### config.mk
export PLATFORM = sky130hd
export DESIGN_NAME = ipf_top
export DESIGN_NICKNAME = d
export VERILOG_FILES = /design/src/inc/ipf_pkg.sv /design/src/hw/ipf_flag.sv /design/src/hw/ipf_top.sv
export SDC_FILE = /design/constraint.sdc
export NUM_CORES = 1
export LEC_CHECK = 0
export BUFFER_PORTS_ARGS = -buffer_cell sky130_fd_sc_hd__buf_2
export CORE_ASPECT_RATIO = 0.8
export CORE_MARGIN = 2
export CORE_UTILIZATION = 42
export DETAILED_ROUTE_END_ITERATION = 16
export HOLD_SLACK_MARGIN = 0.08
export PLACE_DENSITY = 0.85
export SYNTH_ARGS = -nofsm -noshare
export SYNTH_HDL_FRONTEND = slang
export SYNTH_HIERARCHICAL = 1
export SYNTH_SLANG_ARGS = --single-unit
export TNS_END_PERCENT = 10
### constraint.sdc
create_clock -name clk_in -period 1.5 [get_ports clk_in]
set_input_delay 0.375 -clock clk_in [delete_from_list [all_inputs] [get_ports clk_in]]
set_output_delay 0.375 -clock clk_in [all_outputs]
set_load 0.02 [all_outputs]
### src/inc/ipf_pkg.sv
// Package: register map, field layout and constants of the interrupt pending-flag block
package ipf_pkg;

  // ----------------------------------------------------------------
  // Register indices (printed offsets are not word multiples)
  // ----------------------------------------------------------------
  localparam logic [15:0] IPF_IDX_MASK_PTIMER  = 16'hffe2;
  localparam logic [15:0] IPF_IDX_MASK_SERIAL  = 16'hffe3;
  localparam logic [15:0] IPF_IDX_MASK_KEY0    = 16'hffe4;
  localparam logic [15:0] IPF_IDX_MASK_KEY1    = 16'hffe5;
  localparam logic [15:0] IPF_IDX_MASK_CTIMER  = 16'hffe6;
  localparam logic [15:0] IPF_IDX_MASK_SWATCH  = 16'hffe7;
  localparam logic [15:0] IPF_IDX_PEND_PTIMER  = 16'hfff2;
  localparam logic [15:0] IPF_IDX_PEND_SERIAL  = 16'hfff3;
  localparam logic [15:0] IPF_IDX_PEND_KEY0    = 16'hfff4;
  localparam logic [15:0] IPF_IDX_PEND_KEY1    = 16'hfff5;
  localparam logic [15:0] IPF_IDX_PEND_CTIMER  = 16'hfff6;
  localparam logic [15:0] IPF_IDX_PEND_SWATCH  = 16'hfff7;
  // Own control/status register for the stack-pointer gate
  localparam logic [15:0] IPF_IDX_SP_CTRL      = 16'hfff8;

  localparam int          IPF_ADDR_W           = 18;
  localparam int          IPF_REG_W            = 4;

  // ----------------------------------------------------------------
  // Source numbering (index into flag vector, priority order high->low)
  // ----------------------------------------------------------------
  localparam int          IPF_NSRC             = 11;
  localparam int          IPF_SRC_PT0          = 0;
  localparam int          IPF_SRC_PT1          = 1;
  localparam int          IPF_SRC_SER          = 2;
  localparam int          IPF_SRC_K0           = 3;
  localparam int          IPF_SRC_K1           = 4;
  localparam int          IPF_SRC_CT32         = 5;
  localparam int          IPF_SRC_CT8          = 6;
  localparam int          IPF_SRC_CT2          = 7;
  localparam int          IPF_SRC_CT1          = 8;
  localparam int          IPF_SRC_SW10         = 9;
  localparam int          IPF_SRC_SW1          = 10;

  // Low-order vector nibbles (full vector is 0100H..010EH)
  localparam logic [3:0]  IPF_VEC_PTIMER       = 4'h4;
  localparam logic [3:0]  IPF_VEC_SERIAL       = 4'h6;
  localparam logic [3:0]  IPF_VEC_KEY0         = 4'h8;
  localparam logic [3:0]  IPF_VEC_KEY1         = 4'ha;
  localparam logic [3:0]  IPF_VEC_CTIMER       = 4'hc;
  localparam logic [3:0]  IPF_VEC_SWATCH       = 4'he;

  // Stack-pointer control register bits
  localparam int          IPF_SP_FIRST_BIT     = 0;
  localparam int          IPF_SP_SECOND_BIT    = 1;
  localparam int          IPF_SP_OPEN_BIT      = 2;

  localparam logic [11:0] IPF_RESET_FLAGS      = 12'h000;
  localparam logic [3:0]  IPF_RESET_NIBBLE     = 4'h0;

  typedef enum logic [1:0] {
    IPF_SP_BLOCKED,
    IPF_SP_FIRST_SEEN,
    IPF_SP_SECOND_SEEN,
    IPF_SP_OPEN
  } ipf_sp_state_t;

endpackage : ipf_pkg
### src/hw/ipf_flag.sv
// Module: one sticky pending flag with write-one-to-clear, set winning over clear
`timescale 1ns/100ps
`default_nettype none
module ipf_flag
  import ipf_pkg::*;
(
  // Clock and reset
  input  wire logic clk_in,
  input  wire logic rst_in,
  // Event and clear
  input  wire logic set_in,
  input  wire logic clear_in,
  // Flag
  output logic      flag_out
);

  logic next_flag;

  always_comb begin
    next_flag = flag_out;
    if (clear_in) begin
      next_flag = 1'b0;
    end
    if (set_in) begin
      next_flag = 1'b1;
    end
  end

  always_ff @(posedge clk_in) begin
    if (rst_in) begin
      flag_out <= 1'b0;
    end else begin
      flag_out <= next_flag;
    end
  end

endmodule : ipf_flag
`default_nettype wire

### src/hw/ipf_top.sv
// Module: interrupt pending flags, masks, stack-pointer gate and AHB-Lite register slave
// Contract
// - Flags set by events regardless of mask
// - Uncleared flag re-requests after enable or return
// - Write one clears flag, zero ignored
// - Unused bits read zero, writes ignored
// - Reset clears flags; read shows pending
// - Timer flags at D1, D0 of PTIMER_PENDING_FLAGS
// - Serial flag at D0 of SERIAL_PENDING_FLAG
// - Key group 0 flag at D0 KEYGROUP0_PENDING_FLAG
// - Key group 1 flag at D0 KEYGROUP1_PENDING_FLAG
// - Clock timer flags 1/2/8/32 Hz, CLOCK_TIMER_PENDING_FLAGS
// - Stopwatch flags 1 Hz D1, 10 Hz D0
// - Interrupts blocked until both stack pointers written
// - Single stack pointer write blocks until partner
// - Mask bits reset to zero, one enables
// - Vector low nibble by priority, 0100H-010EH
//
// The implementer's own choice: the AHB-Lite slave port.
`timescale 1ns/100ps
`default_nettype none
module ipf_top
  import ipf_pkg::*;
(
  // Clock and reset
  input  wire logic        clk_in,
  input  wire logic        rst_in,
  // AHB-Lite slave
  input  wire logic        hsel_in,
  input  wire logic [31:0] haddr_in,
  input  wire logic [1:0]  htrans_in,
  input  wire logic        hwrite_in,
  input  wire logic [2:0]  hsize_in,
  input  wire logic        hready_in,
  input  wire logic [31:0] hwdata_in,
  output logic [31:0]      hrdata_out,
  output logic             hreadyout_out,
  output logic             hresp_out,
  // Peripheral event pulses, one bit per source
  input  wire logic [IPF_NSRC-1:0] event_in,
  // Core side
  input  wire logic        core_irq_enable_in,
  input  wire logic        first_stack_pointer_wr_in,
  input  wire logic        second_stack_pointer_wr_in,
  input  wire logic        nmi_in,
  output logic             irq_request_out,
  output logic             nmi_request_out,
  output logic [3:0]       vector_low_out
);

  // ----------------------------------------------------------------
  // Register bus address phase capture
  // ----------------------------------------------------------------
  logic                  wr_pend;
  logic                  next_wr_pend;
  logic [15:0]           wr_idx;
  logic [15:0]           next_wr_idx;
  logic [31:0]           rd_data;
  logic [31:0]           next_rd_data;
  logic                  access;
  logic [15:0]           a_idx;
  logic [3:0]            wnib;

  assign access        = hsel_in && hready_in && htrans_in[1];
  assign a_idx         = haddr_in[IPF_ADDR_W-1:2];
  assign wnib          = hwdata_in[IPF_REG_W-1:0];
  assign hreadyout_out = 1'b1;
  assign hresp_out     = 1'b0;
  assign hrdata_out    = rd_data;

  // ----------------------------------------------------------------
  // Mask registers
  // ----------------------------------------------------------------
  logic [IPF_NSRC-1:0]   mask;
  logic [IPF_NSRC-1:0]   next_mask;
  logic [IPF_NSRC-1:0]   flags;
  logic [IPF_NSRC-1:0]   clr;

  always_comb begin
    next_mask = mask;
    if (wr_pend) begin
      case (wr_idx)
        IPF_IDX_MASK_PTIMER: begin
          next_mask[IPF_SRC_PT1] = wnib[1];
          next_mask[IPF_SRC_PT0] = wnib[0];
        end
        IPF_IDX_MASK_SERIAL: next_mask[IPF_SRC_SER] = wnib[0];
        IPF_IDX_MASK_KEY0:   next_mask[IPF_SRC_K0]  = wnib[0];
        IPF_IDX_MASK_KEY1:   next_mask[IPF_SRC_K1]  = wnib[0];
        IPF_IDX_MASK_CTIMER: begin
          next_mask[IPF_SRC_CT1]  = wnib[3];
          next_mask[IPF_SRC_CT2]  = wnib[2];
          next_mask[IPF_SRC_CT8]  = wnib[1];
          next_mask[IPF_SRC_CT32] = wnib[0];
        end
        IPF_IDX_MASK_SWATCH: begin
          next_mask[IPF_SRC_SW1]  = wnib[1];
          next_mask[IPF_SRC_SW10] = wnib[0];
        end
        default: next_mask = mask;
      endcase
    end
  end

  always_ff @(posedge clk_in) begin
    if (rst_in) begin
      mask <= IPF_RESET_FLAGS[IPF_NSRC-1:0];
    end else begin
      mask <= next_mask;
    end
  end

  // ----------------------------------------------------------------
  // Write-one-to-clear decode; unused bits never reach a flag
  // ----------------------------------------------------------------
  always_comb begin
    clr = '0;
    if (wr_pend) begin
      case (wr_idx)
        IPF_IDX_PEND_PTIMER: begin
          clr[IPF_SRC_PT1] = wnib[1];
          clr[IPF_SRC_PT0] = wnib[0];
        end
        IPF_IDX_PEND_SERIAL: clr[IPF_SRC_SER] = wnib[0];
        IPF_IDX_PEND_KEY0:   clr[IPF_SRC_K0]  = wnib[0];
        IPF_IDX_PEND_KEY1:   clr[IPF_SRC_K1]  = wnib[0];
        IPF_IDX_PEND_CTIMER: begin
          clr[IPF_SRC_CT1]  = wnib[3];
          clr[IPF_SRC_CT2]  = wnib[2];
          clr[IPF_SRC_CT8]  = wnib[1];
          clr[IPF_SRC_CT32] = wnib[0];
        end
        IPF_IDX_PEND_SWATCH: begin
          clr[IPF_SRC_SW1]  = wnib[1];
          clr[IPF_SRC_SW10] = wnib[0];
        end
        default: clr = '0;
      endcase
    end
  end

  // ----------------------------------------------------------------
  // Sticky flags, one per source
  // ----------------------------------------------------------------
  genvar g;
  generate
    for (g = 0; g < IPF_NSRC; g = g + 1) begin : g_flag
      ipf_flag u_flag (
        .clk_in   (clk_in),
        .rst_in   (rst_in),
        .set_in   (event_in[g]),
        .clear_in (clr[g]),
        .flag_out (flags[g])
      );
    end
  endgenerate

  // ----------------------------------------------------------------
  // Stack-pointer gate
  // ----------------------------------------------------------------
  ipf_sp_state_t sp_state;
  ipf_sp_state_t next_sp_state;
  logic          sp_first;
  logic          sp_second;

  // Both pointers written the same cycle count as a pair
  assign sp_first  = first_stack_pointer_wr_in;
  assign sp_second = second_stack_pointer_wr_in;

  always_comb begin
    next_sp_state = sp_state;
    case (sp_state)
      IPF_SP_BLOCKED, IPF_SP_OPEN: begin
        if (sp_first && sp_second) begin
          next_sp_state = IPF_SP_OPEN;
        end else if (sp_first) begin
          next_sp_state = IPF_SP_FIRST_SEEN;
        end else if (sp_second) begin
          next_sp_state = IPF_SP_SECOND_SEEN;
        end
      end
      IPF_SP_FIRST_SEEN: begin
        if (sp_second) begin
          next_sp_state = IPF_SP_OPEN;
        end
      end
      IPF_SP_SECOND_SEEN: begin
        if (sp_first) begin
          next_sp_state = IPF_SP_OPEN;
        end
      end
      default: next_sp_state = IPF_SP_BLOCKED;
    endcase
  end

  always_ff @(posedge clk_in) begin
    if (rst_in) begin
      sp_state <= IPF_SP_BLOCKED;
    end else begin
      sp_state <= next_sp_state;
    end
  end

  // ----------------------------------------------------------------
  // Request and vector; a flag left set keeps requesting
  // ----------------------------------------------------------------
  logic [IPF_NSRC-1:0] active;
  logic                gate_open;
  logic [3:0]          next_vec;
  logic                next_irq;
  logic                next_nmi;
  logic [3:0]          vec;
  logic                irq;
  logic                nmi;

  assign active    = flags & mask;
  assign gate_open = (sp_state == IPF_SP_OPEN);

  always_comb begin
    next_irq = gate_open && core_irq_enable_in && (|active);
    next_nmi = gate_open && nmi_in;
    if (active[IPF_SRC_PT0] || active[IPF_SRC_PT1]) begin
      next_vec = IPF_VEC_PTIMER;
    end else if (active[IPF_SRC_SER]) begin
      next_vec = IPF_VEC_SERIAL;
    end else if (active[IPF_SRC_K0]) begin
      next_vec = IPF_VEC_KEY0;
    end else if (active[IPF_SRC_K1]) begin
      next_vec = IPF_VEC_KEY1;
    end else if (|active[IPF_SRC_CT1:IPF_SRC_CT32]) begin
      next_vec = IPF_VEC_CTIMER;
    end else if (|active[IPF_SRC_SW1:IPF_SRC_SW10]) begin
      next_vec = IPF_VEC_SWATCH;
    end else begin
      next_vec = vec;
    end
  end

  always_ff @(posedge clk_in) begin
    if (rst_in) begin
      irq <= 1'b0;
      nmi <= 1'b0;
      vec <= IPF_RESET_NIBBLE;
    end else begin
      irq <= next_irq;
      nmi <= next_nmi;
      vec <= next_vec;
    end
  end

  assign irq_request_out = irq;
  assign nmi_request_out = nmi;
  assign vector_low_out  = vec;

  // ----------------------------------------------------------------
  // Bus data phase: latch writes, prepare read data
  // ----------------------------------------------------------------
  always_comb begin
    next_wr_pend = access && hwrite_in;
    next_wr_idx  = access ? a_idx : wr_idx;
    next_rd_data = '0;
    if (access && !hwrite_in) begin
      case (a_idx)
        IPF_IDX_MASK_PTIMER: next_rd_data[1:0] = {mask[IPF_SRC_PT1], mask[IPF_SRC_PT0]};
        IPF_IDX_MASK_SERIAL: next_rd_data[0]   = mask[IPF_SRC_SER];
        IPF_IDX_MASK_KEY0:   next_rd_data[0]   = mask[IPF_SRC_K0];
        IPF_IDX_MASK_KEY1:   next_rd_data[0]   = mask[IPF_SRC_K1];
        IPF_IDX_MASK_CTIMER: next_rd_data[3:0] = {mask[IPF_SRC_CT1], mask[IPF_SRC_CT2],
                                                  mask[IPF_SRC_CT8], mask[IPF_SRC_CT32]};
        IPF_IDX_MASK_SWATCH: next_rd_data[1:0] = {mask[IPF_SRC_SW1], mask[IPF_SRC_SW10]};
        IPF_IDX_PEND_PTIMER: next_rd_data[1:0] = {flags[IPF_SRC_PT1], flags[IPF_SRC_PT0]};
        IPF_IDX_PEND_SERIAL: next_rd_data[0]   = flags[IPF_SRC_SER];
        IPF_IDX_PEND_KEY0:   next_rd_data[0]   = flags[IPF_SRC_K0];
        IPF_IDX_PEND_KEY1:   next_rd_data[0]   = flags[IPF_SRC_K1];
        IPF_IDX_PEND_CTIMER: next_rd_data[3:0] = {flags[IPF_SRC_CT1], flags[IPF_SRC_CT2],
                                                  flags[IPF_SRC_CT8], flags[IPF_SRC_CT32]};
        IPF_IDX_PEND_SWATCH: next_rd_data[1:0] = {flags[IPF_SRC_SW1], flags[IPF_SRC_SW10]};
        IPF_IDX_SP_CTRL: begin
          next_rd_data[IPF_SP_FIRST_BIT]  = (sp_state == IPF_SP_FIRST_SEEN);
          next_rd_data[IPF_SP_SECOND_BIT] = (sp_state == IPF_SP_SECOND_SEEN);
          next_rd_data[IPF_SP_OPEN_BIT]   = gate_open;
        end
        default: next_rd_data = '0;
      endcase
    end
  end

  always_ff @(posedge clk_in) begin
    if (rst_in) begin
      wr_pend <= 1'b0;
      wr_idx  <= '0;
      rd_data <= '0;
    end else begin
      wr_pend <= next_wr_pend;
      wr_idx  <= next_wr_idx;
      rd_data <= next_rd_data;
    end
  end

endmodule : ipf_top
`default_nettype wire

==> results of run 1 <==
[kinds of logic (layout without fill, tap and decap cells)]
logic type | Yosys count | in the layout | share of synthesized area
mux | 9 | 9 | 0.0387
other cells | 2 | 31 | 0.00283
buf+inv | 60 | 99 | 0.136
fa+ha+maj | 3 | 3 | 0.0142
compound gates | 60 | 60 | 0.151
flops | 50 | 50 | 0.378
simple gates | 145 | 145 | 0.279
[where the power goes]
group / switching [mW] / internal, mW / leakage [nW] / total, mW
clock network: 0.490 / 0.509 / 0.0591 / 0.999
logic: 0.258 / 0.159 / 0.939 / 0.416
registers: 0.0485 / 1.38 / 0.410 / 1.42
[through the flow]
stage	total power, mW	utilization	hold WS, ps	TNS [ps]	cell area [um^2]
floorplan	1.76	-	436	0	2760
global placement	1.83	0.498	443	-88.6	2990
detailed placement	1.85	0.498	450	-306	2990
CTS	2.83	0.519	277	-110	3120
global route	2.95	0.537	288	-1080	3230
finish	2.84	0.537	278	-151	3230
[critical path: stages (launching register included)]
cell      delay [ps]
dfxtp_2          340
nand4_1          110
or2_4            320
nor3_4           170
buf_6            150
and3_1           180
nand2b_4         130
a21oi_2           50
[timing repair]
action                                 CTS  global route
pin swaps                                2             8
endpoints found under the hold margin    0             0
setup buffers                            0             3
setup endpoints to repair               13            23
resized for setup                        2            21
[path summary, 6_finish.rpt]
kind,cells after the start,end,startpoint
worst max-delay path,7,g_flag[5].u_flag/flag_out,wr_idx[14]
worst max register to register,7,g_flag[5].u_flag/flag_out,wr_idx[14]
worst min register to register,2,wr_idx[9],wr_idx[9]
worst min-delay path,3,g_flag[10].u_flag/flag_out,event_in[10]
[area by class of cell]
class                           count  area, um^2
Clock buffer                        5        68.8
Clock inverter                      3        47.5
Fill cell                         567        2780
Inverter                           16        60.1
Multi-Input combinational cell    248        1490
Sequential cell                    50        1010
Tap cell                           81         101
Timing Repair Buffer               75         457
[registers in the layout, indices dropped and copies added (netlist names)]
name	count
mask	11
g_flag.u_flag/flag_out	11
wr_idx	16
irq_request_out	1
wr_pend	1
nmi_request_out	1
vector_low_out	3
hrdata_out	4
sp_state	2
[Yosys cell counts (all sizes together)]
library cell,n
a211o,1
a211oi,3
a21oi,39
a221oi,2
a22o,4
a22oi,5
a311oi,1
and3,8
and3b,1
buf,35
clkbuf,9
conb,2
dfxtp,50
ha,3
inv,16
mux2i,8
mux4,1
nand2,53
nand2b,19
nand3,14
nand4,5
nor2,22
nor2b,2
nor3,14
nor3b,3
nor4b,1
nor4bb,1
o21ai,1
o21bai,2
o22ai,1
o31a,1
or2,1
or3,1
[per-layer routing]
| layer | vias up | share of wire |
|---|---|---|
| li1 | 1186 | - |
| met1 | 1104 | 0.45 |
| met2 | 115 | 0.46 |
| met3 | 13 | 0.078 |
| met4 | 0 | 0.014 |
| met5 | - | 0 |
==> results.toml, run 1 <==
[cts]
postCtsHoldBufs = 0
h-tree-depth = 2
path_clk_slew_ps = 110
clkLatencyLatePin_ps = 320
cts_root_buffer = "clkbuf_8"
clockBufferDepth = 2
cts_made_buffers = 5
tritoncts = "yes"
cts_sinks = 50

[drt]
detail_route.wirelength_mm = 6.59
drt_iter0_markers = 175
drcViolationCount = 0
via_count = 2418
drtPass1Iterations = 5
post_drt_wl_per_cell_um = 13.8
vias_per_cell = 5.06
ant_nets = 0

[outcome]
violations = "negative setup slack"
outcome = "finished, violations left"

[yosys]
syn_area_mm2 = 0.00265
synth_area_leader_cell = "dfxtp_1"
synthCells = 329
ys_seq_area_frac = 0.378
synth_area_leaders = "dfxtp_1 38%, buf_4 9.1%, nand2_1 7.5%"
synth_top_area_frac = 0.378
ys_seq_elements = 50
postSynthAreaPerCell_um2 = 8.06
yosysWarningCount = 6
synth_cell_types = 40

[sta]
period_minus_slack_ps = 1560
drv_slew = 0
rsz0062_at_grt = "true"
final.setup.worst_slack_ps = -58.7
finalSetupViolations = 4
fin_crit_sh = 1.04
finClkSkew_ps = 15.0
tightest_slew_ps = 564
hold_viol = 0
fmaxAchievable_mhz = 642
slew_headroom = 0.624

[grt]
overflow = 0
grt_pass1_vias = 2177
antenna_found_initial = 0
grt-busiest-layer = "met2"
grt_use_met2 = 0.300
groute.layer.met3.usage = 0.0410
grt_max_degree = 47
grt_use_total = 0.186
grt_pass1_wl_mm = 10.2
met1_usage = 0.254

[power_and_ir_drop]
power_density_mw_per_mm2 = 880
p_leak_nw = 1.41
peakVddDrop_mv = 0.469

[place]
port_buffers = 49
place_ws_ps = -99.7
place_hpwl_mm = 4.69
post-place-cells = 467
place.gp.congestion = 0.876

[floorplan]
ioPinCount = 129
die_y_um = 75.1
die_w_um = 92.8
core_area_mm2 = 0.00601
dieArea_mm2 = 0.00697
start_util = 0.441
rows = 25

[setup_path]
worstSetupPathType = "register to register"
rrSetupSlack_ps = -60
start_kind = "register"
cp-end-kind = "register"
worstPathMaxFanout = 7
crit_required_ps = 1700
worst_ep_arrival_time_ps = 1760

[final_layout]
antenna_cells = 0
syn2layout_area_growth_pct = 21.7
final_common_cell = "nand2_1"
layout.cells.non_filler = 478
drive_above_1_share = 0.312
layout.nets = 488
most-common-layout-cells = "51 x nand2_1, 49 x buf_2, 45 x dfxtp_1"

[hold_path]
worstHoldPathType = "input pin to register"

[run]
maxCapViolations = 0
Power figures use the tool's default switching activity.
==> inputs of run 2 (changes only) <==
--- a/config.mk
+++ b/config.mk
@@ -18,2 +18 @@
 export SYNTH_SLANG_ARGS = --single-unit
-export TNS_END_PERCENT = 10
==> constraint.sdc (replaced) <==
create_clock -name clk_in -period 1.5 [get_ports clk_in]
set_input_delay 0.15 -clock clk_in [delete_from_list [all_inputs] [get_ports clk_in]]
set_output_delay 0.15 -clock clk_in [all_outputs]
set_load 0.02 [all_outputs]
==> run 2 against run 1 <==
Against the previous run:
- the flow still finishes with violations (negative setup slack)
- largest power group unchanged
- combinational power increased by 5%
- total power down 4.3%
- final area up 3.5%
==> results.toml, run 2 (synthesis results as in run 1) <==
[outcome]
outcome = "finished, violations left"
violations = "negative setup slack"

[hold_path]
hold_end = "wr_idx[13]"
hold_depth = 3
worstHoldPathType = "input pin to register"
hp-start = "haddr_in[15]"

[sta]
finClkSkew_ps = 6.47
fmaxAchievable_mhz = 656
fin_tns_setup_ps = -29.1
hold_viol = 0
final.setup.worst_slack_ps = -24.6
fin_crit_sh = 1.02
hold_slack_ps = 77.6
rsz0062_at_grt = "true"
slew_headroom = 0.631
period_minus_slack_ps = 1520
finalSetupViolations = 3
tightest_slew_ps = 554
drv_slew = 0

[final_layout]
multiInputGateArea_mm2 = 0.00148
syn2layout_area_growth_pct = 26.0
top_register = "wr_idx"
antenna_cells = 0
reg.largest.list = "wr_idx (16), g_flag.u_flag/flag_out (11), mask (11)"
final_common_cell = "nand2_1"
design_area_mm2 = 0.00334
largest_reg_flops = 16
most-common-layout-cells = "50 x nand2_1, 49 x buf_2, 41 x dfxtp_1"
layout.nets = 500
fillers = 560
drive_above_1_share = 0.291
seq_area_mm2 = 0.00101

[grt]
grt_use_total = 0.183
groute.layer.met3.usage = 0.0420
antenna_found_initial = 0
grt_pass1_wl_mm = 10.0
grt_use_met2 = 0.319
grt-busiest-layer = "met2"
grt_pass1_vias = 2253
grt_max_degree = 32
overflow = 0
met1_usage = 0.233

[drt]
detail_route.wirelength_mm = 6.48
post_drt_wl_per_cell_um = 13.2
vias_per_cell = 5.00
drcViolationCount = 0
ant_nets = 0
via_count = 2450
drt_iter0_markers = 214
drtPass1Iterations = 4

[place]
place.gp.congestion = 0.832
place_hpwl_mm = 4.48
placed_area_mm2 = 0.00293
place_ws_ps = -59.9
port_buffers = 49

[floorplan]
ioPinCount = 129
start_util = 0.441
die_w_um = 92.8
rows = 25
die_y_um = 75.1
core_area_mm2 = 0.00601
dieArea_mm2 = 0.00697

[setup_path]
cp-end-kind = "register"
rrSetupSlack_ps = -20
worst_ep_arrival_time_ps = 1720
start_kind = "register"
r2r-start = "wr_idx[13]"
worstSetupPathType = "register to register"
crit_required_ps = 1700
worst_r2r_path_depth = 7
worstPathMaxFanout = 8
timing.rr.end = "g_flag[7].u_flag/flag_out"

[cts]
cts_made_buffers = 5
clkLatencyLatePin_ps = 310
clockBufferDepth = 2
tritoncts = "yes"
h-tree-depth = 2
cts_sinks = 50
path_clk_slew_ps = 100
cts_root_buffer = "clkbuf_8"

[power_and_ir_drop]
power_density_mw_per_mm2 = 814
peakVddDrop_mv = 0.419
p_leak_nw = 1.44

[run]
maxCapViolations = 0
run 2: final cells by class:
| cell class | count | area share |
|---|---|---|
| tap | 81 | 0.0303 |
| clock buffer | 6 | 0.0247 |
| multi-input combinational | 248 | 0.442 |
| inverter | 16 | 0.0180 |
| timing repair buffer | 87 | 0.177 |
| clock inverter | 2 | 0.00487 |
| sequential | 50 | 0.303 |
run 2: worst max path at each step:
| stage | to | slack, ps | startpoint |
|---|---|---|---|
| 4_1_cts | g_flag[10].u_flag/flag_out | -20 | wr_idx[7] |
| 6_report | g_flag[7].u_flag/flag_out | -20 | wr_idx[13] |
| 3_3_place_gp | g_flag[8].u_flag/flag_out | -50 | wr_idx[15] |
| 5_1_grt | g_flag[7].u_flag/flag_out | -60 | wr_idx[13] |
| 2_1_floorplan | g_flag[8].u_flag/flag_out | 120 | wr_idx[15] |
| 3_5_place_dp | g_flag[7].u_flag/flag_out | -60 | wr_idx[15] |
run 2: power by group:
group	switching, mW	internal (mW)	leakage (nW)	total, mW
clock	0.478	0.380	0.0478	0.859
sequential	0.0491	1.38	0.412	1.42
combinational	0.258	0.176	0.982	0.435
total	0.786	1.93	1.44	2.72
run 2: metrics by stage:
stage / std cells / power (mW) / utilization
after floorplan: 358 / 1.76 / -
after global placement: 460 / 1.81 / 0.487
after CTS: 485 / 2.71 / 0.536
after global routing: 490 / 2.83 / 0.556
final: 490 / 2.72 / 0.556
after detailed placement: 460 / 1.83 / 0.487
run 2: layer usage:
metal  wire length (um)  up-vias
met5                  0        -
met4                 78        0
met3                440        9
met2               3060       88
met1               2900     1146
li1                   -     1207
run 2: worst max-delay path: stages (launching register included):
cell      delay, ps
dfxtp_2         340
nand4_1         110
or2_4           320
nor3_4          160
buf_12          140
and3_1          160
nand2b_4        120
a21oi_2          50
run 2: timing repair:
| item | CTS | global route |
|---|---|---|
| endpoints found under the hold margin | 16 | 3 |
| cloned | 0 | 0 |
| endpoints found under the setup margin | 14 | 22 |
| pin swaps | 3 | 4 |
| hold buffers | 16 | 3 |
| buffers inserted | 1 | 2 |
| resized for setup | 2 | 23 |
